===== config.mk =====
export PLATFORM = sky130hd
export DESIGN_NAME = bcelc_top
export DESIGN_NICKNAME = d
export VERILOG_FILES = /design/src/logic/bcelc_pkg.sv /design/src/logic/bcelc_channel.sv /design/src/logic/bcelc_top.sv
export SDC_FILE = /design/constraint.sdc
export NUM_CORES = 1
export LEC_CHECK = 0
export BUFFER_PORTS_ARGS = -buffer_cell sky130_fd_sc_hd__buf_2
export CORE_MARGIN = 8
export CORE_UTILIZATION = 30
export DETAILED_ROUTE_END_ITERATION = 6
export PLACE_DENSITY = 0.64
export SETUP_SLACK_MARGIN = 0.15
export SYNTH_ARGS = -nofsm -noshare
export SYNTH_HDL_FRONTEND = slang
export SYNTH_SLANG_ARGS = --single-unit

===== constraint.sdc =====
create_clock -name clock -period 2.6 [get_ports clock]
set_input_delay 0.26 -clock clock [delete_from_list [all_inputs] [get_ports clock]]
set_output_delay 0.26 -clock clock [all_outputs]
set_load 0.05 [all_outputs]

===== src/logic/bcelc_pkg.sv =====
// package: constants and types for the channel enable and loop control block
package bcelc_pkg;

	localparam int          BCELC_CHANNELS     = 4;
	localparam int          BCELC_QUEUE_DEPTH  = 4;
	localparam int          BCELC_PTR_W        = 2;
	localparam int          BCELC_STATUS_W     = 8;
	localparam int          BCELC_DATA_W       = 16;
	localparam logic        BCELC_ENABLE_RST   = 1'b0;
	localparam logic [7:0]  BCELC_STATUS_RST   = 8'h00;
	localparam logic [15:0] BCELC_DATA_RST     = 16'h0000;
	localparam logic [1:0]  BCELC_PTR_RST      = 2'h0;

	typedef enum {
		BCELC_OFF,
		BCELC_NORMAL,
		BCELC_LOOP
	} bcelc_mode_e;

endpackage


===== src/logic/bcelc_channel.sv =====
// single channel: enable, loop routing, clearing, queue pointers and bus driver control
`timescale 1ns/1ps
module bcelc_channel
	import bcelc_pkg::*;
(
	// clock and reset
	input  wire logic                      clock,
	input  wire logic                      rst,
	// control from the register side
	input  wire logic                      enableSet,
	input  wire logic                      enableClear,
	input  wire logic                      loopRequest,
	// transfer side
	input  wire logic                      txStart,
	input  wire logic                      txBit,
	input  wire logic                      txDone,
	input  wire logic                      queuePush,
	input  wire logic                      queuePop,
	input  wire logic [BCELC_STATUS_W-1:0] statusSet,
	input  wire logic [BCELC_DATA_W-1:0]   bufferWrite,
	input  wire logic                      bufferLoad,
	// bus pins, receive pin already synchronised at the top
	input  wire logic                      busRxSync,
	output logic                           busTxOut,
	output logic                           busTxOe,
	// observed state
	output logic                           channelEnable,
	output logic                           loopActive,
	output logic                           transferBusy,
	output logic                           rxBit,
	output logic                           clearPulse,
	output logic [BCELC_STATUS_W-1:0]      channelStatus,
	output logic [BCELC_DATA_W-1:0]        bufferData,
	output logic [BCELC_PTR_W-1:0]         txPtr,
	output logic [BCELC_PTR_W-1:0]         rxPtr
);

	typedef struct packed {
		bcelc_mode_e                 mode;
		logic                        loop;
		logic                        busy;
		logic                        txLevel;
		logic                        rxLevel;
		logic                        clr;
		logic [BCELC_STATUS_W-1:0]   status;
		logic [BCELC_DATA_W-1:0]     data;
		logic [BCELC_PTR_W-1:0]      txPtr;
		logic [BCELC_PTR_W-1:0]      rxPtr;
	} bcelc_chan_s;

	bcelc_chan_s stateReg;
	bcelc_chan_s stateNext;

	function automatic bcelc_chan_s bcelc_cleared(input bcelc_chan_s s);
		bcelc_chan_s c;
		c        = s;
		c.busy   = 1'b0;
		c.clr    = 1'b1;
		c.status = BCELC_STATUS_RST;
		c.data   = BCELC_DATA_RST;
		c.txPtr  = BCELC_PTR_RST;
		c.rxPtr  = BCELC_PTR_RST;
		return c;
	endfunction

	logic loopRise;
	logic loopFall;
	logic disableNow;

	always_comb begin
		loopRise   = loopRequest && !stateReg.loop;
		loopFall   = !loopRequest && stateReg.loop;
		disableNow = enableClear && (stateReg.mode == BCELC_NORMAL);
		stateNext     = stateReg;
		stateNext.clr = 1'b0;
		case (stateReg.mode)
			BCELC_OFF, BCELC_NORMAL: begin
				if (enableSet && !loopRequest && stateReg.mode == BCELC_OFF)
					stateNext.mode = BCELC_NORMAL;
			end
			BCELC_LOOP: begin
			end
			default: stateNext.mode = BCELC_OFF;
		endcase
		// pointers advance the same way in loop and normal mode
		if (stateReg.mode != BCELC_OFF) begin
			if (queuePush)
				stateNext.txPtr = stateReg.txPtr + 2'h1;
			if (queuePop)
				stateNext.rxPtr = stateReg.rxPtr + 2'h1;
			if (txStart)
				stateNext.busy = 1'b1;
			else if (txDone)
				stateNext.busy = 1'b0;
			stateNext.status = stateReg.status | statusSet;
			if (bufferLoad)
				stateNext.data = bufferWrite;
		end
		stateNext.txLevel = txBit;
		// loop feeds the transmitter back; the wire is ignored
		stateNext.rxLevel = stateReg.loop ? stateReg.txLevel : busRxSync;
		if (disableNow) begin
			stateNext      = bcelc_cleared(stateNext);
			stateNext.mode = BCELC_OFF;
		end
		if (loopRise) begin
			stateNext      = bcelc_cleared(stateNext);
			stateNext.mode = BCELC_LOOP;
			stateNext.loop = 1'b1;
		end else if (loopFall) begin
			// registers back to reset values, enable left cleared
			stateNext      = bcelc_cleared(stateNext);
			stateNext.mode = BCELC_OFF;
			stateNext.loop = 1'b0;
		end
	end

	always_ff @(posedge clock) begin
		if (rst) begin
			stateReg.mode    <= BCELC_OFF;
			stateReg.loop    <= 1'b0;
			stateReg.busy    <= 1'b0;
			stateReg.txLevel <= 1'b0;
			stateReg.rxLevel <= 1'b0;
			stateReg.clr     <= 1'b0;
			stateReg.status  <= BCELC_STATUS_RST;
			stateReg.data    <= BCELC_DATA_RST;
			stateReg.txPtr   <= BCELC_PTR_RST;
			stateReg.rxPtr   <= BCELC_PTR_RST;
		end else begin
			stateReg <= stateNext;
		end
	end

	// driver only live in normal mode; loop cuts the wire off
	assign busTxOe       = (stateReg.mode == BCELC_NORMAL);
	assign busTxOut      = stateReg.txLevel & busTxOe;
	assign channelEnable = (stateReg.mode == BCELC_NORMAL);
	assign loopActive    = stateReg.loop;
	assign transferBusy  = stateReg.busy;
	assign rxBit         = stateReg.rxLevel;
	assign clearPulse    = stateReg.clr;
	assign channelStatus = stateReg.status;
	assign bufferData    = stateReg.data;
	assign txPtr         = stateReg.txPtr;
	assign rxPtr         = stateReg.rxPtr;
endmodule // bcelc_channel


===== src/logic/bcelc_top.sv =====
// top: four independent channels with synchronised bus receive pins
`timescale 1ns/1ps
// Summary of operation
// a disabled channel releases its bus driver to high impedance.
// disabling clears the channel buffer data, status bits and both queue pointers.
// a transfer under way when the channel is disabled ends at once.
// in loop mode the transmit path feeds the receive path inside the device.
// in loop mode the external bus is cut from both transmitter and receiver.
// entering loop mode clears the enable, buffer, status and queues.
// leaving loop mode returns the channel to reset values and resets the queues.
// queue pointers advance in loop mode exactly as in normal mode.
// device reset clears all state and leaves every channel disabled and tri-stated.
// each channel has its own enable and loop control, independent of the others.
// the host must set the enable again after loop, reset or disable before the bus is driven.
module bcelc_top
	import bcelc_pkg::*;
(
	// clock and reset
	input  wire logic                                       clock,
	input  wire logic                                       rst,
	// per-channel control
	input  wire logic [BCELC_CHANNELS-1:0]                  enableSet,
	input  wire logic [BCELC_CHANNELS-1:0]                  enableClear,
	input  wire logic [BCELC_CHANNELS-1:0]                  loopRequest,
	// per-channel transfer side
	input  wire logic [BCELC_CHANNELS-1:0]                  txStart,
	input  wire logic [BCELC_CHANNELS-1:0]                  txBit,
	input  wire logic [BCELC_CHANNELS-1:0]                  txDone,
	input  wire logic [BCELC_CHANNELS-1:0]                  queuePush,
	input  wire logic [BCELC_CHANNELS-1:0]                  queuePop,
	input  wire logic [BCELC_CHANNELS*BCELC_STATUS_W-1:0]   statusSet,
	input  wire logic [BCELC_CHANNELS*BCELC_DATA_W-1:0]     bufferWrite,
	input  wire logic [BCELC_CHANNELS-1:0]                  bufferLoad,
	// bus pins
	input  wire logic [BCELC_CHANNELS-1:0]                  busRxPin,
	output logic [BCELC_CHANNELS-1:0]                       busTxOut,
	output logic [BCELC_CHANNELS-1:0]                       busTxOe,
	// observed state
	output logic [BCELC_CHANNELS-1:0]                       channelEnable,
	output logic [BCELC_CHANNELS-1:0]                       loopActive,
	output logic [BCELC_CHANNELS-1:0]                       transferBusy,
	output logic [BCELC_CHANNELS-1:0]                       rxBit,
	output logic [BCELC_CHANNELS-1:0]                       clearPulse,
	output logic [BCELC_CHANNELS*BCELC_STATUS_W-1:0]        channelStatus,
	output logic [BCELC_CHANNELS*BCELC_DATA_W-1:0]          bufferData,
	output logic [BCELC_CHANNELS*BCELC_PTR_W-1:0]           txPtr,
	output logic [BCELC_CHANNELS*BCELC_PTR_W-1:0]           rxPtr
);

	typedef struct packed {
		logic [BCELC_CHANNELS-1:0] meta;
		logic [BCELC_CHANNELS-1:0] sync;
	} bcelc_sync_s;

	bcelc_sync_s syncReg;
	bcelc_sync_s syncNext;

	// two stages: the pin comes from the asynchronous bus
	always_comb begin
		syncNext      = syncReg;
		syncNext.meta = busRxPin;
		syncNext.sync = syncReg.meta;
	end

	always_ff @(posedge clock) begin
		if (rst) begin
			syncReg <= '0;
		end else begin
			syncReg <= syncNext;
		end
	end

	// each channel is its own instance, so no control crosses channels
	genvar ch;
	generate
		for (ch = 0; ch < BCELC_CHANNELS; ch++) begin : gChan
			bcelc_channel uChannel (
				.clock         (clock),
				.rst           (rst),
				.enableSet     (enableSet[ch]),
				.enableClear   (enableClear[ch]),
				.loopRequest   (loopRequest[ch]),
				.txStart       (txStart[ch]),
				.txBit         (txBit[ch]),
				.txDone        (txDone[ch]),
				.queuePush     (queuePush[ch]),
				.queuePop      (queuePop[ch]),
				.statusSet     (statusSet[ch*BCELC_STATUS_W +: BCELC_STATUS_W]),
				.bufferWrite   (bufferWrite[ch*BCELC_DATA_W +: BCELC_DATA_W]),
				.bufferLoad    (bufferLoad[ch]),
				.busRxSync     (syncReg.sync[ch]),
				.busTxOut      (busTxOut[ch]),
				.busTxOe       (busTxOe[ch]),
				.channelEnable (channelEnable[ch]),
				.loopActive    (loopActive[ch]),
				.transferBusy  (transferBusy[ch]),
				.rxBit         (rxBit[ch]),
				.clearPulse    (clearPulse[ch]),
				.channelStatus (channelStatus[ch*BCELC_STATUS_W +: BCELC_STATUS_W]),
				.bufferData    (bufferData[ch*BCELC_DATA_W +: BCELC_DATA_W]),
				.txPtr         (txPtr[ch*BCELC_PTR_W +: BCELC_PTR_W]),
				.rxPtr         (rxPtr[ch*BCELC_PTR_W +: BCELC_PTR_W])
			);

		end
	endgenerate
endmodule // bcelc_top


Yosys cells after proc, flatten, opt, wreduce, memory -nomap -nowiden
Cells that the tools add are included.
{ "op_classes": {"add_sub_neg": 8, "eq_ne": 24, "n_mux": 52, "bitwise": 12, "reduce_logical": 80} }
{ "ops": {"columns": ["operator", "n"], "rows": [
  ["35-bit two-way mux", 12],
  ["32-bit by 2-bit equality test with 1-bit output (second input constant)", 8],
  ["32-bit logical NOT", 8],
  ["32-bit case mux with 2 select lines", 4],
  ["32-bit by 1-bit equality test with 1-bit output (second input constant)", 4],
  ["32-bit two-way mux", 4],
  ["32-bit nonzero test", 4],
  ["28-bit two-way mux", 4],
  ["16-bit two-way mux", 4],
  ["2-bit AND reduction", 24],
  ["8-bit bitwise OR", 4],
  ["1-bit logical AND", 20],
  ["5-bit by 1-bit inequality test with 1-bit output (second input constant)", 4],
  ["2-bit by 1-bit adder with 2-bit output (second input constant)", 8],
  ["1-bit two-way mux", 16],
  ["2-bit two-way mux", 8],
  ["4-bit by 1-bit inequality test with 1-bit output (second input constant)", 4],
  ["2-bit nonzero test", 8],
  ["4-bit OR reduction", 4],
  ["1-bit logical NOT", 8],
  ["2-bit by 1-bit inequality test with 1-bit output (second input constant)", 4],
  ["2-bit OR reduction", 4],
  ["1-bit bitwise AND", 4],
  ["1-bit NOT", 4]
]} }
{ "totals": {"register_bits": 268, "inputBits": 138, "output_inout_bits": 140, "wordCells": 222} }

Longest topological paths before layout
{ "logic_depth": {"depth_word": 8, "depth_mapped": 5, "ltp_nobuf": 4} }

Modules after synthesis
Synthesis repeated with hierarchy kept, for this count alone.
{ "hier_totals": {"cells_unflattened": 720, "hier_area_um2": 6216.0} }
{ "modules_own_cells": {"columns": ["module", "n_inst", "cells_per_inst", "area_each_um2"], "rows": [
  ["bcelc_channel", 4, 176, 1501.4],
  ["bcelc_top", 1, 16, 210.2]
]} }

Worst setup path after synthesis
No wires, ideal clock.
{ "synth_timing": {"path_type": "reg-to-output", "start": "register gChan[2].uChannel.stateReg[33] (netlist bit)", "end": "output busTxOut[2]", "t_arrival_ps": 1000, "required_time_ps": 2340, "setup_slack_ps": 1340, "stages_incl_launch_ff": 6, "cell_sequence": "dfxtp_1 -> buf_2 -> inv_1 -> nor2_1 -> and2_1 -> buf_4"} }
{ "synth_between": {"elab_chain_cells": 2} }
{ "synth_lines": {"columns": ["element", "line_no", "text"], "rows": [
  ["start: declaration", "bcelc_channel.sv:51", "bcelc_chan_s stateReg;"],
  ["start signal: assignment", "bcelc_channel.sv:131", "stateReg <= stateNext;"],
  ["32-bit by 2-bit equality test with 1-bit output", "bcelc_channel.sv:136", "assign busTxOe = (stateReg.mode == BCELC_NORMAL);"],
  ["named net gChan[2].uChannel.busTxOe", "bcelc_channel.sv:25", "output logic busTxOe,"],
  ["1-bit bitwise AND", "bcelc_channel.sv:137", "assign busTxOut = stateReg.txLevel & busTxOe;"],
  ["end: declaration", "bcelc_top.sv:36", "output logic [BCELC_CHANNELS-1:0] busTxOut,"]
]} }
The timed path passes the listed nets, and every way through them passes these cells.

Worst setup path after layout
{ "layout_timing": {"start": "register gChan[1].uChannel.stateReg[33] (netlist bit)", "end": "output busTxOut[1]"} }
{ "layout_between": {"elab_chain_cells": 2} }
{ "layout_lines": {"columns": ["element", "line_no"], "rows": [
  ["start: declaration", "bcelc_channel.sv:51"],
  ["start signal: assignment", "bcelc_channel.sv:131"],
  ["32-bit by 2-bit equality test with 1-bit output", "bcelc_channel.sv:136"],
  ["1-bit bitwise AND", "bcelc_channel.sv:137"]
]} }
Every way passes these cells.

==> impl_metrics.json <==
{
  "synth_largest_area_cell": "dfxtp_1",
  "vias": 4829,
  "gp_routability_congestion": 0.7497,
  "wl_per_cell_um": 14.20,
  "overflow": 0,
  "ctsResizeCount": 0,
  "synth_area_leaders": "dfxtp_1 47%, buf_4 18%, a21oi_1 8.2%",
  "p_total_w": 0.006170,
  "viasPerCell": 4.185,
  "syn-num-nets": 885,
  "synth_edf_count": 0,
  "insertion_delay_ns": 0.41,
  "initial_core_util": 0.3036,
  "grt_pass1_wl_um": 25070,
  "cts_max_level": 4,
  "hpwl_um": 12350,
  "synth_compound_area_frac": 0.1225,
  "relSlewSlack": 0.5331,
  "synth_adder_area_share": 0.01578,
  "grt_max_degree": 31,
  "fin_tns_setup_ns": 0,
  "drc": 0,
  "min_path_type": "input port to flip-flop",
  "synth_top_area_frac": 0.4672,
  "static-leakage-power_nw": 3.458,
  "routed_wl_um": 16390,
  "min_period_ns": 1.992,
  "drv_slew": 0,
  "post-cts-setup-buffer-count": 0,
  "ir_drop_uv": 421.3,
  "drt-pass1-iter-count": 4,
  "power_density_nw_per_um2": 817.6,
  "path_class": "flip-flop to output pin",
  "cp.required_ns": 2.34,
  "drive_above_1_share": 0.3709,
  "synth_top_family_by_area": "buffers and inverters",
  "clockBufferDepth": 2,
  "core-area_um2": 20890,
  "finalHoldViolations": 0,
  "clock-sinks": 148,
  "synthTopCellsByCount": "149 x buf_4, 148 x dfxtp_1, 128 x nand2_1",
  "tightestPinTransition_ns": 0.7002,
  "n_antenna_cell": 0,
  "finalClockSkew_ns": 0.008067,
  "synth-seq-area-share": 0.4672,
  "worstPathArrival_ns": 1.73,
  "synth_mux_area_frac": 0.01263,
  "status": "finished, final reports clean",
  "antenna_found_initial": 3,
  "die_w_um": 161.4,
  "netlist_area_um2": 6342,
  "period_share": 0.7663,
  "synth.most_common_cell": "buf_4",
  "crit_path_end_kind": "output pin",
  "ys_ff_latch": 148,
  "ant_nets": 0,
  "grt_usage": 0.1202,
  "fmax_mhz": 501.9,
  "grt_pass1_vias": 4738,
  "rsz0062_at_grt": "no",
  "cts_tree": "yes",
  "cts_hold_buf": 0,
  "areaGrowthSynthToFinish_pct": 18.98,
  "io_buffer_count": 277,
  "syn_area_per_cell_um2": 8.582,
  "dieArea_um2": 26050,
  "num-nets-final": 1012,
  "die_h_um": 161.4,
  "cts_root_buf": "clkbuf_16",
  "setup_viol": 0,
  "cp-start-kind": "flip-flop",
  "synth.distinct_cells": 26,
  "numCtsBuffers": 17,
  "io_pins": 278,
  "clkSlewWorstSetupHoldPaths_ns": 0.06,
  "maxCapViolCount": 0,
  "dr.first_iter.drc_count": 272,
  "fillCellCount": 2162,
  "synth-xor-area-share": 0.02210,
  "ys_warn_count": 0,
  "cp_max_fo": 11,
  "rows": 53,
  "async_flop_share": 0,
  "dominantRegCellSynth": "dfxtp_1",
  "synth-simple-area-share": 0.1523,
  "syn_inst": 739
}
## cells by family (layout without fill, tap and decap cells)
kind of cell	Yosys count	count (layout)
adder cells (fa/ha/maj)	8	8
AND/OR/NAND/NOR	232	232
multiplexers	8	8
buffers and inverters	187	327
XOR/XNOR	16	16
flip-flops	148	148
AO/OA/AOI/OAI	140	140
## cell usage in the layout (no fill, tap or decap), types with 6 or more instances in the layout
cell type / synthesis / routed
dfxtp_1: 148 / 148
nand3b_1: 8 / 8
bufinv_16: 0 / 7
clkbuf_16: 0 / 17
a21oi_1: 104 / 104
buf_2: 20 / 277
mux2i_1: 8 / 8
nor2_1: 72 / 72
xor2_1: 16 / 16
ha_1: 8 / 8
nor2b_1: 12 / 12
inv_1: 12 / 12
o21ai_0: 12 / 12
nand2_1: 128 / 128
buf_4: 149 / 6
o211ai_1: 8 / 8
## stage by stage
stage          hold slack (ns)  setup WS (ns)  cell area [um2]    util  cells
2_1_floorplan           0.3882          1.340             6342       -    739
3_3_place_gp            0.4210         0.9477             6847  0.3278   1122
3_5_place_dp            0.4218         0.9399             6847  0.3278   1122
4_1_cts                0.03139         0.5426             7546  0.3612   1154
5_1_grt                0.02702         0.4026             7546  0.3612   1154
6_report               0.05300         0.6077             7546  0.3612   1154
## layer usage
metal  global-route usage  wire (um)
met3              0.04887       1205
met2               0.1960       7720
met4              0.04714        217
met1               0.1385       7212
met5                    0         32
## area by class of cell
class                      count  area (um2)  share of cell area
tap                          275       344.1             0.04560
multi-input combinational    404        2063              0.2734
clock buffer                  17       425.4             0.05638
clock inverter                15       274.0             0.03631
sequential                   148        2963              0.3926
timing repair buffer         283        1431              0.1897
inverter                      12       45.04            0.005969
## power breakdown
part	internal (W)	leakage, nW	switching, W
combinational	0.000240	1.91	0.000551
sequential	0.00236	1.20	0.0000687
clock	0.00191	0.340	0.00104
total	0.00451	3.46	0.00166
## critical path: stages, from the launching register on
cell and delay (ns):
dfxtp_1 0.52, inv_1 0.10, nor2_1 0.27, and2_1 0.17, buf_2 0.27
## flip-flops by register name (all words and copies together), names as in the netlist
name                          cells
gChan.uChannel.transferBusy       4
syncNext                          4
syncReg                           4
gChan.uChannel.bufferData        64
gChan.uChannel.stateReg          12
gChan.uChannel.txPtr              8
gChan.uChannel.channelStatus     32
gChan.uChannel.clearPulse         4
gChan.uChannel.loopActive         4
gChan.uChannel.rxPtr              8
gChan.uChannel.rxBit              4
## final timing paths
check | from | endpoint | slack (ns) | depth (start not counted)
min | busRxPin[2] | syncNext[2] | 0.05 | 2
max | gChan[1].uChannel.stateReg[33] | busTxOut[1] | 0.61 | 4
max reg2reg | gChan[3].uChannel.stateReg[34] | gChan[3].uChannel.stateReg[33] | 0.97 | 4
min reg2reg | syncNext[3] | syncReg[3] | 0.43 | 1
Power figures use the tool's default switching activity.
